[config.mk]
export PLATFORM = sky130hd
export DESIGN_NAME = quadrature_sincos_output
export DESIGN_NICKNAME = d
export VERILOG_FILES = /design/src/design/qs_pkg.sv /design/src/design/quadrature_sincos_output.sv /design/src/design/sincos_lookup.sv
export VERILOG_INCLUDE_DIRS = /design/src /design/src/design
export SDC_FILE = /design/constraint.sdc
export NUM_CORES = 2
export LEC_CHECK = 0
export BUFFER_PORTS_ARGS = -buffer_cell sky130_fd_sc_hd__buf_2
export CAP_MARGIN = 20
export CORE_ASPECT_RATIO = 1.25
export CORE_UTILIZATION = 55
export DETAILED_ROUTE_END_ITERATION = 8
export PLACE_DENSITY = 0.71
export SLEW_MARGIN = 20
export SYNTH_ARGS = -nofsm -noshare
export SYNTH_HDL_FRONTEND = slang
export SYNTH_SLANG_ARGS = --single-unit
[constraint.sdc]
create_clock -name pclk -period 4.8 [get_ports pclk]
set_input_delay 0.72 -clock pclk [delete_from_list [all_inputs] [get_ports pclk]]
set_output_delay 0.72 -clock pclk [all_outputs]
set_load 0.01 [all_outputs]
[src/design/qs_map.svh]
// constants of the quadrature sine/cosine output stage
`ifndef QS_MAP_SVH
`define QS_MAP_SVH
// ------------------------------------------------------------------
// register offsets (byte addresses)
// ------------------------------------------------------------------
`define QS_CTRL_OFF   8'h00
`define QS_STAT_OFF   8'h04
`define QS_SMPL_OFF   8'h08
// ------------------------------------------------------------------
// fields and values
// ------------------------------------------------------------------
`define QS_CTRL_OBIN  0
`define QS_CTRL_SER   1
`define QS_CTRL_TEST  2
`define QS_CTRL_W     3
`define QS_CTRL_RST   3'h0
`define QS_MSB_MASK   16'h8000
`define QS_WORD_BITS  5'd16
`define QS_SIGN_FILL  5'd15
`define QS_TEST_W     28
`define QS_LUT_W      20
`define QS_AMP_W      16
`define QS_ITER       16
`define QS_LOOKUP_LAT 18
`define QS_FRAC_BITS  4
`define QS_RND_HALF   8
`define QS_AMP_MAX    32767
`define QS_CORDIC_X0  318366
`define QS_AMP_TOL    2
`endif

[src/design/qs_pkg.sv]
// types shared by the quadrature sine/cosine output stage
package qs_pkg;
  typedef enum logic [1:0] {MODE_PAR, MODE_SER, MODE_TEST} out_mode_e;
endpackage

[src/design/quadrature_sincos_output.sv]
// sine/cosine output stage with format, serial and phase test modes
//
// Summary of operation
// - look up sine and cosine from top 20 phase bits, two 16-bit words
// - 20-bit address spans one turn, zero is 0 rad
// - vector error below -90.2dB, each component about 2dB better
// - offset binary off gives two's complement words centred on zero
// - offset binary on inverts msb of both words only
// - codes symmetric, 8001..7fff or 0001..ffff
// - serial select switches outputs to serial bit streams
// - load enable loads shift registers, then one bit shifts per clock
// - msb-first stream on each channel's bit 15 pin
// - lsb-first stream on each channel's bit 0 pin
// - msb-first stream gives zeros after last bit
// - lsb-first stream repeats sign bit after top bit
// - strobe pulses when first bit of new serial word is valid
// - test and serial select high put top 28 phase bits out
// - sine bus holds top 16 phase bits, cosine upper twelve the rest
// - test select sampled synchronously, whole cycles only
//
// The address map and register access over APB were left to the implementer.
`timescale 1ns/100ps
`include "qs_map.svh"
module quadrature_sincos_output
  import qs_pkg::*;
#(
  parameter int PHASE_W = 28,
  parameter int ADDR_W  = 8
) (
  input  wire logic               pclk,
  input  wire logic               presetn,
  input  wire logic               clk_en,
  input  wire logic [PHASE_W-1:0] phase_in,
  input  wire logic               accum_shift_load_en_n,
  input  wire logic               offset_binary_sel,
  input  wire logic               serial_out_sel,
  input  wire logic               test_sel,
  input  wire logic               psel,
  input  wire logic               penable,
  input  wire logic               pwrite,
  input  wire logic [ADDR_W-1:0]  paddr,
  input  wire logic [31:0]        pwdata,
  output logic      [31:0]        prdata,
  output logic                    pready,
  output logic                    pslverr,
  output logic      [15:0]        sine_out,
  output logic      [15:0]        cosine_out,
  output logic                    word_start_strobe
);
  localparam int LAT = `QS_LOOKUP_LAT;
  localparam int TW  = `QS_TEST_W;

  // ------------------------------------------------------------------
  // parameter checks
  // ------------------------------------------------------------------
  if (PHASE_W < TW) begin : g_phase_chk
    $error("phase input narrower than the test bus");
  end
  if (ADDR_W < 4) begin : g_addr_chk
    $error("address too narrow for the register map");
  end

  typedef struct packed {
    logic [LAT-1:0][PHASE_W-1:0] ph;
    logic [15:0]                 msb_sin;
    logic [15:0]                 msb_cos;
    logic [15:0]                 lsb_sin;
    logic [15:0]                 lsb_cos;
    logic [4:0]                  cnt;
    logic [`QS_CTRL_W-1:0]       ctrl;
    logic [31:0]                 smpl;
    logic [31:0]                 prdata;
    logic                        pready;
    logic                        pslverr;
    logic [15:0]                 sine_out;
    logic [15:0]                 cosine_out;
    logic                        strobe;
  } out_s;

  out_s      s;
  out_s      next_s;
  out_mode_e mode;
  logic      obin;
  logic      ser_on;
  logic      test_on;
  logic      load;
  logic [15:0] sin_lk;
  logic [15:0] cos_lk;
  logic [15:0] sin_f;
  logic [15:0] cos_f;
  logic [TW-1:0] ph_top;

  // ------------------------------------------------------------------
  // lookup
  // ------------------------------------------------------------------
  sincos_lookup u_lookup (
    .pclk       (pclk),
    .presetn    (presetn),
    .clk_en     (clk_en),
    .phase_addr (phase_in[PHASE_W-1 -: `QS_LUT_W]),
    .sin_v      (sin_lk),
    .cos_v      (cos_lk)
  );

  // ------------------------------------------------------------------
  // mode and format
  // ------------------------------------------------------------------
  always_comb begin
    obin    = offset_binary_sel | s.ctrl[`QS_CTRL_OBIN];
    ser_on  = serial_out_sel | s.ctrl[`QS_CTRL_SER];
    test_on = (test_sel | s.ctrl[`QS_CTRL_TEST]) & ser_on;
    load    = ~accum_shift_load_en_n;
    ph_top  = s.ph[LAT-1][PHASE_W-1 -: TW];
    sin_f   = obin ? (sin_lk ^ `QS_MSB_MASK) : sin_lk;
    cos_f   = obin ? (cos_lk ^ `QS_MSB_MASK) : cos_lk;
    if (test_on) mode = MODE_TEST;
    else if (ser_on) mode = MODE_SER;
    else mode = MODE_PAR;
  end

  // ------------------------------------------------------------------
  // next state
  // ------------------------------------------------------------------
  always_comb begin
    next_s = s;
    if (clk_en) begin
      // phase delay matches the lookup latency so test data lines up
      next_s.ph[0] = phase_in;
      for (int k = 1; k < LAT; k++) next_s.ph[k] = s.ph[k-1];
      next_s.smpl = {cos_f, sin_f};
      // --------------------------------------------------------------
      // serial shift registers
      // --------------------------------------------------------------
      if (load) begin
        next_s.msb_sin = sin_f;
        next_s.msb_cos = cos_f;
        next_s.lsb_sin = sin_f;
        next_s.lsb_cos = cos_f;
        next_s.cnt     = '0;
      end else begin
        next_s.msb_sin = {s.msb_sin[14:0], 1'b0};
        next_s.msb_cos = {s.msb_cos[14:0], 1'b0};
        next_s.lsb_sin = {s.lsb_sin[15], s.lsb_sin[15:1]};
        next_s.lsb_cos = {s.lsb_cos[15], s.lsb_cos[15:1]};
        if (s.cnt != `QS_WORD_BITS) next_s.cnt = s.cnt + 5'd1;
      end
      next_s.strobe = 1'b0;
      case (mode)
        MODE_TEST: begin
          next_s.sine_out   = ph_top[TW-1 -: 16];
          next_s.cosine_out = {ph_top[TW-17:0], 4'h0};
        end
        MODE_SER: begin
          next_s.sine_out   = {next_s.msb_sin[15], 14'h0, next_s.lsb_sin[0]};
          next_s.cosine_out = {next_s.msb_cos[15], 14'h0, next_s.lsb_cos[0]};
          next_s.strobe     = load;
        end
        default: begin
          next_s.sine_out   = sin_f;
          next_s.cosine_out = cos_f;
        end
      endcase
      // --------------------------------------------------------------
      // apb: answer one cycle into the access phase
      // --------------------------------------------------------------
      next_s.pready  = psel & penable & ~s.pready;
      next_s.pslverr = 1'b0;
      if (psel & penable & ~s.pready) begin
        next_s.prdata = '0;
        if (paddr == ADDR_W'(`QS_CTRL_OFF))
          next_s.prdata = 32'(s.ctrl);
        else if (paddr == ADDR_W'(`QS_STAT_OFF))
          next_s.prdata = 32'({s.cnt, 1'b0, test_on, ser_on, obin});
        else if (paddr == ADDR_W'(`QS_SMPL_OFF))
          next_s.prdata = s.smpl;
        else
          next_s.pslverr = 1'b1;
        if (pwrite) next_s.prdata = '0;
      end
      if (psel & penable & s.pready & pwrite & ~s.pslverr &
          paddr == ADDR_W'(`QS_CTRL_OFF))
        next_s.ctrl = pwdata[`QS_CTRL_W-1:0];
    end
  end

  always_ff @(posedge pclk or negedge presetn) begin
    if (!presetn) begin
      s      <= '0;
      s.ctrl <= `QS_CTRL_RST;
    end else begin
      s <= next_s;
    end
  end

  assign prdata            = s.prdata;
  assign pready            = s.pready;
  assign pslverr           = s.pslverr;
  assign sine_out          = s.sine_out;
  assign cosine_out        = s.cosine_out;
  assign word_start_strobe = s.strobe;
endmodule // quadrature_sincos_output

[src/design/sincos_lookup.sv]
// pipelined sine/cosine generator from a 20-bit phase address
`timescale 1ns/100ps
`include "qs_map.svh"
module sincos_lookup
  import qs_pkg::*;
(
  input  wire logic                 pclk,
  input  wire logic                 presetn,
  input  wire logic                 clk_en,
  input  wire logic [`QS_LUT_W-1:0] phase_addr,
  output logic      [`QS_AMP_W-1:0] sin_v,
  output logic      [`QS_AMP_W-1:0] cos_v
);
  localparam int IT  = `QS_ITER;
  localparam int XW  = 22;
  localparam int ZW  = 21;
  localparam int LAT = `QS_LOOKUP_LAT;
  localparam logic signed [XW-1:0] AMAX = XW'(`QS_AMP_MAX);
  // arctan(2^-i) in units of one turn / 2^20
  localparam logic [17:0] ATAN [IT] = '{
    18'd131072, 18'd77376, 18'd40884, 18'd20753, 18'd10417, 18'd5213,
    18'd2607, 18'd1304, 18'd652, 18'd326, 18'd163, 18'd81, 18'd41,
    18'd20, 18'd10, 18'd5};

  typedef struct packed {
    logic [IT:0][XW-1:0] x;
    logic [IT:0][XW-1:0] y;
    logic [IT:0][ZW-1:0] z;
    logic [IT:0][1:0]    q;
    logic [15:0]         sin_v;
    logic [15:0]         cos_v;
    logic [4:0]          run;
  } cordic_s;

  cordic_s s;
  cordic_s next_s;

  function automatic logic [15:0] sat(input logic [XW-1:0] v);
    logic signed [XW-1:0] r;
    r = $signed(XW'(($signed(v) + XW'(`QS_RND_HALF)) >>> `QS_FRAC_BITS));
    if (r > AMAX) return AMAX[15:0];
    else if (r < -AMAX) return 16'(-AMAX);
    else return r[15:0];
  endfunction

  always_comb begin
    logic [15:0] c;
    logic [15:0] sv;
    c      = '0;
    sv     = '0;
    next_s = s;
    if (clk_en) begin
      // quadrant split keeps the residual inside the cordic range
      next_s.x[0] = XW'(`QS_CORDIC_X0);
      next_s.y[0] = '0;
      next_s.z[0] = ZW'(phase_addr[`QS_LUT_W-3:0]);
      next_s.q[0] = phase_addr[`QS_LUT_W-1 -: 2];
      for (int i = 0; i < IT; i++) begin
        if (!s.z[i][ZW-1]) begin
          next_s.x[i+1] = XW'($signed(s.x[i]) - ($signed(s.y[i]) >>> i));
          next_s.y[i+1] = XW'($signed(s.y[i]) + ($signed(s.x[i]) >>> i));
          next_s.z[i+1] = s.z[i] - ZW'(ATAN[i]);
        end else begin
          next_s.x[i+1] = XW'($signed(s.x[i]) + ($signed(s.y[i]) >>> i));
          next_s.y[i+1] = XW'($signed(s.y[i]) - ($signed(s.x[i]) >>> i));
          next_s.z[i+1] = s.z[i] + ZW'(ATAN[i]);
        end
        next_s.q[i+1] = s.q[i];
      end
      c  = sat(s.x[IT]);
      sv = sat(s.y[IT]);
      case (s.q[IT])
        2'd0: begin next_s.cos_v = c;          next_s.sin_v = sv;          end
        2'd1: begin next_s.cos_v = 16'h0 - sv; next_s.sin_v = c;           end
        2'd2: begin next_s.cos_v = 16'h0 - c;  next_s.sin_v = 16'h0 - sv;  end
        default: begin next_s.cos_v = sv;      next_s.sin_v = 16'h0 - c;   end
      endcase
      if (s.run != 5'(LAT)) next_s.run = s.run + 5'd1;
    end else begin
      next_s.run = '0;
    end
  end

  always_ff @(posedge pclk or negedge presetn) begin
    if (!presetn) s <= '0;
    else s <= next_s;
  end

  assign sin_v = s.sin_v;
  assign cos_v = s.cos_v;
endmodule // sincos_lookup

==> flow_summary_export.csv <==
group,metric,value,unit
routing,drt_iter0_markers,4793,
synth,synth-edff-count,0,
synth,yosys-top-cells-area,"dfrtp_1 (37%), mux2_2 (11%), ha_1 (10%)",
routing,drc_errors,0,
synth,synth_ff_type,"dfrtp_1",
worst_setup_path,cp.arrival,5140,ps
die,die_y,497,um
die,fp.dieArea,198000,um2
worst_setup_path,end_kind,"register",
worst_setup_path,path_buf_inv,2,
layout,fillers,16200,
routing,drt.antenna.violating_nets,0,
synth,synth.most_common_cell,"dfrtp_1",
placement,numPortBuffers,115,
placement,hpwl,207,mm
synth,netlist_instances,11100,
global_route,grt_usage,27.8,%
global_route,grt_pass1_vias,83800,
synth,synth_area_leader_cell,"dfrtp_1",
min_path,hp-class,"in -> reg",
outcome,status,"finished, final reports clean",
min_path,worstHoldEndpoint,"s[171]$_DFFE_PN0P_",
die,core,195000,um2
synth,ys.warnings.count,0,
global_route,antenna_found_initial,4,
min_path,holdPathStages,2,
cts,cts_sinks,1583,
sta,fmax,0.226,GHz
cts,root_buffer,"clkbuf_16",
global_route,grt_max_degree,180,
worst_setup_path,worstPathMaxFanout,5,
worst_setup_path,slowest_stage,"a2111oi_0",
worst_setup_path,critical-path-top-delay-family,"compound AO/OA/AOI/OAI gates",
flow_run,drv_cap,0,
sta,final_hold_viol_count,0,
routing,via_per_inst,6.06,
cts,clk_path_buf_depth,3,
sta,rsz0062_at_grt,"false",
worst_setup_path,cp_cell_sequence,"inv_1, ha_1, mux2_2, fa_1, a21o_1, a21o_1, a2111oi_0, buf_4, o41ai_1, a2111oi_0, o31ai_1, a21oi_1, mux2i_1, a211o_1",
routing,wirelength,277,mm
die,core.rowCount,181,
die,die_x,398,um
worst_setup_path,critPathLaunchType,"register",
synth,ys_types,99,
global_route,grt_pass1_wl,448,mm
worst_setup_path,slowest_delay,730,ps
worst_setup_path,r2r_end,"u_lookup.s[1020]$_DFFE_PN0P_",
synth,yosys-top-cells-count,"dfrtp_1 (1583), mux2_2 (1045), a21oi_1 (899), ha_1 (872), nor2_1 (821)",
layout,drive_gt1_share,15.4,%
cts,htreeDepth,4,
sta,fin_crit_sh,92.3,%
synth,async_flop_share,100,%
sta,fin_skew,57.8,ps
synth,synth_seq_cells,1583,
synth,synth_fp_nets,12100,
worst_setup_path,r2r_start,"u_lookup.s[612]$_DFFE_PN0P_",
routing,detail_route.wl_per_cell,20.1,um
global_route,overflow,0,
routing,vias,83600,
die,start_util,55.4,%
routing,drtPass1Iterations,6,
cts,clk_pin_slew_worst_paths,60,ps
min_path,min_from,"phase_in[0]",
sta,slew_headroom,29.2,%
synth,yosysSeqAreaShare,36.8,%
layout,finalNetCount,12100,
cts,cts_tree,"yes",
synth,synth_area_per_cell,9.71,um2
sta,period_needed,4430,ps
cts,insertion_delay,860,ps
placement,globalplace.congestion,0.949,
worst_setup_path,cp.required,5510,ps
cts,cts_buffers,166,
synth,syn_area,108000,um2
worst_setup_path,reg2reg_depth,14,
layout,syn_to_final_growth,8.45,%
sta,worstMarginPinSlew,1050,ps
worst_setup_path,r2r_slack,370,ps
sta,report.final.slew_viol_count,0,
sta,finalSetupViolCount,0,
die,num_io_pins,145,
synth,synth_top_area_share,36.8,%
worst_setup_path,critPathKind,"reg -> reg",
sta,timing.setup.tns,0,ps
==> registers in the layout, summed over array words and instances (netlist names), 16 cells and up <==
name / cells
cosine_out: 16
ph_top: 28
prdata: 32
s: 576
sine_out: 16
u_lookup.cos_v: 16
u_lookup.s: 880
u_lookup.sin_v: 16
==> layer usage <==
layer,GRT usage (%),part of all wire [%]
met4,13.1,5.1
met1,33.4,41
met2,49.3,50
met5,0,0
met3,3.03,3.5
==> how the worst max path moves through the flow <==
stage                                           start                        endpoint  slack [ps]  depth (start not counted)
after floorplan           u_lookup.s[259]$_DFFE_PN0P_    u_lookup.s[1020]$_DFFE_PN0P_         660                         13
after global placement    u_lookup.s[566]$_DFFE_PN0P_     u_lookup.s[976]$_DFFE_PN0P_         370                         13
after detailed placement  u_lookup.s[566]$_DFFE_PN0P_     u_lookup.s[976]$_DFFE_PN0P_         360                         13
after CTS                 u_lookup.s[566]$_DFFE_PN0P_     u_lookup.s[976]$_DFFE_PN0P_         320                         13
after global routing      u_lookup.s[783]$_DFFE_PN0P_  u_lookup.cos_v[14]$_DFFE_PN0P_          70                         13
final                     u_lookup.s[612]$_DFFE_PN0P_    u_lookup.s[1020]$_DFFE_PN0P_         370                         14
==> per-stage QoR <==
stage / instance area (um2) / hold WS (ps) / setup WS (ps) / cells / util (%)
after global routing: 117000 / 64.5 / 65.0 / 13800 / 60.1
after CTS: 117000 / 37.0 / 325 / 13800 / 60.1
after detailed placement: 111000 / 455 / 360 / 13500 / 57.1
after floorplan: 108000 / 424 / 660 / 11100 / -
final: 117000 / 101 / 370 / 13800 / 60.1
after global placement: 111000 / 446 / 369 / 13500 / 57.1
==> kinds of logic after synthesis <==
logic type      count (synthesis)  synth area share (%)
compound gates               2772                  16.6
flops                        1583                  36.8
mux                          1134                  11.8
xor+xnor                      928                  7.57
simple gates                 2882                  13.1
buf+inv                       883                  3.35
fa+ha+maj                     911                  10.9
==> final cells by class <==
type                    count  area, um2  share of cell area, %
diodes                      2       5.00                0.00428
clock buffers             231       4710                   4.03
clock inverters            72       1010                  0.867
inverters                 422       1590                   1.36
multi-input cells        8627      64500                   55.2
flip-flops and latches   1583      39600                   33.9
well taps                2562       3210                   2.74
repair buffers            283       2180                   1.87
==> layout by cell type (no fill, tap or decap), types with 40 or more instances in the layout <==
cell,n
dfrtp_1,1582
mux2_2,1045
a21oi_1,899
ha_1,872
nor2_1,820
xnor2_1,637
nand2_1,611
o21ai_0,498
inv_1,417
nor3_1,357
xor2_1,288
a21o_1,236
nand3_1,208
clkbuf_16,168
buf_4,142
or3_1,139
o31ai_1,124
a31oi_1,118
o21a_1,113
buf_2,113
a211oi_1,107
nor2b_1,103
and3_1,98
nand2b_1,95
mux2i_1,87
o21bai_1,81
o211ai_1,73
nor4_1,72
nand3b_1,71
nand4_1,66
and2_1,60
or2_2,48
a31o_2,47
a21boi_0,42
a211o_1,40
==> timing repair <==
| action | in CTS | in global routing |
|---|---|---|
| resized for setup | 0 | 1 |
| buffers inserted | 0 | 0 |
| hold buffers | 1 | 0 |
| endpoints found under the setup margin | 0 | 1 |
| hold endpoints to repair | 71 | 0 |
Power is not shown: default switching activity piles up to over one toggle a cycle in this logic, so the estimate is an artifact.
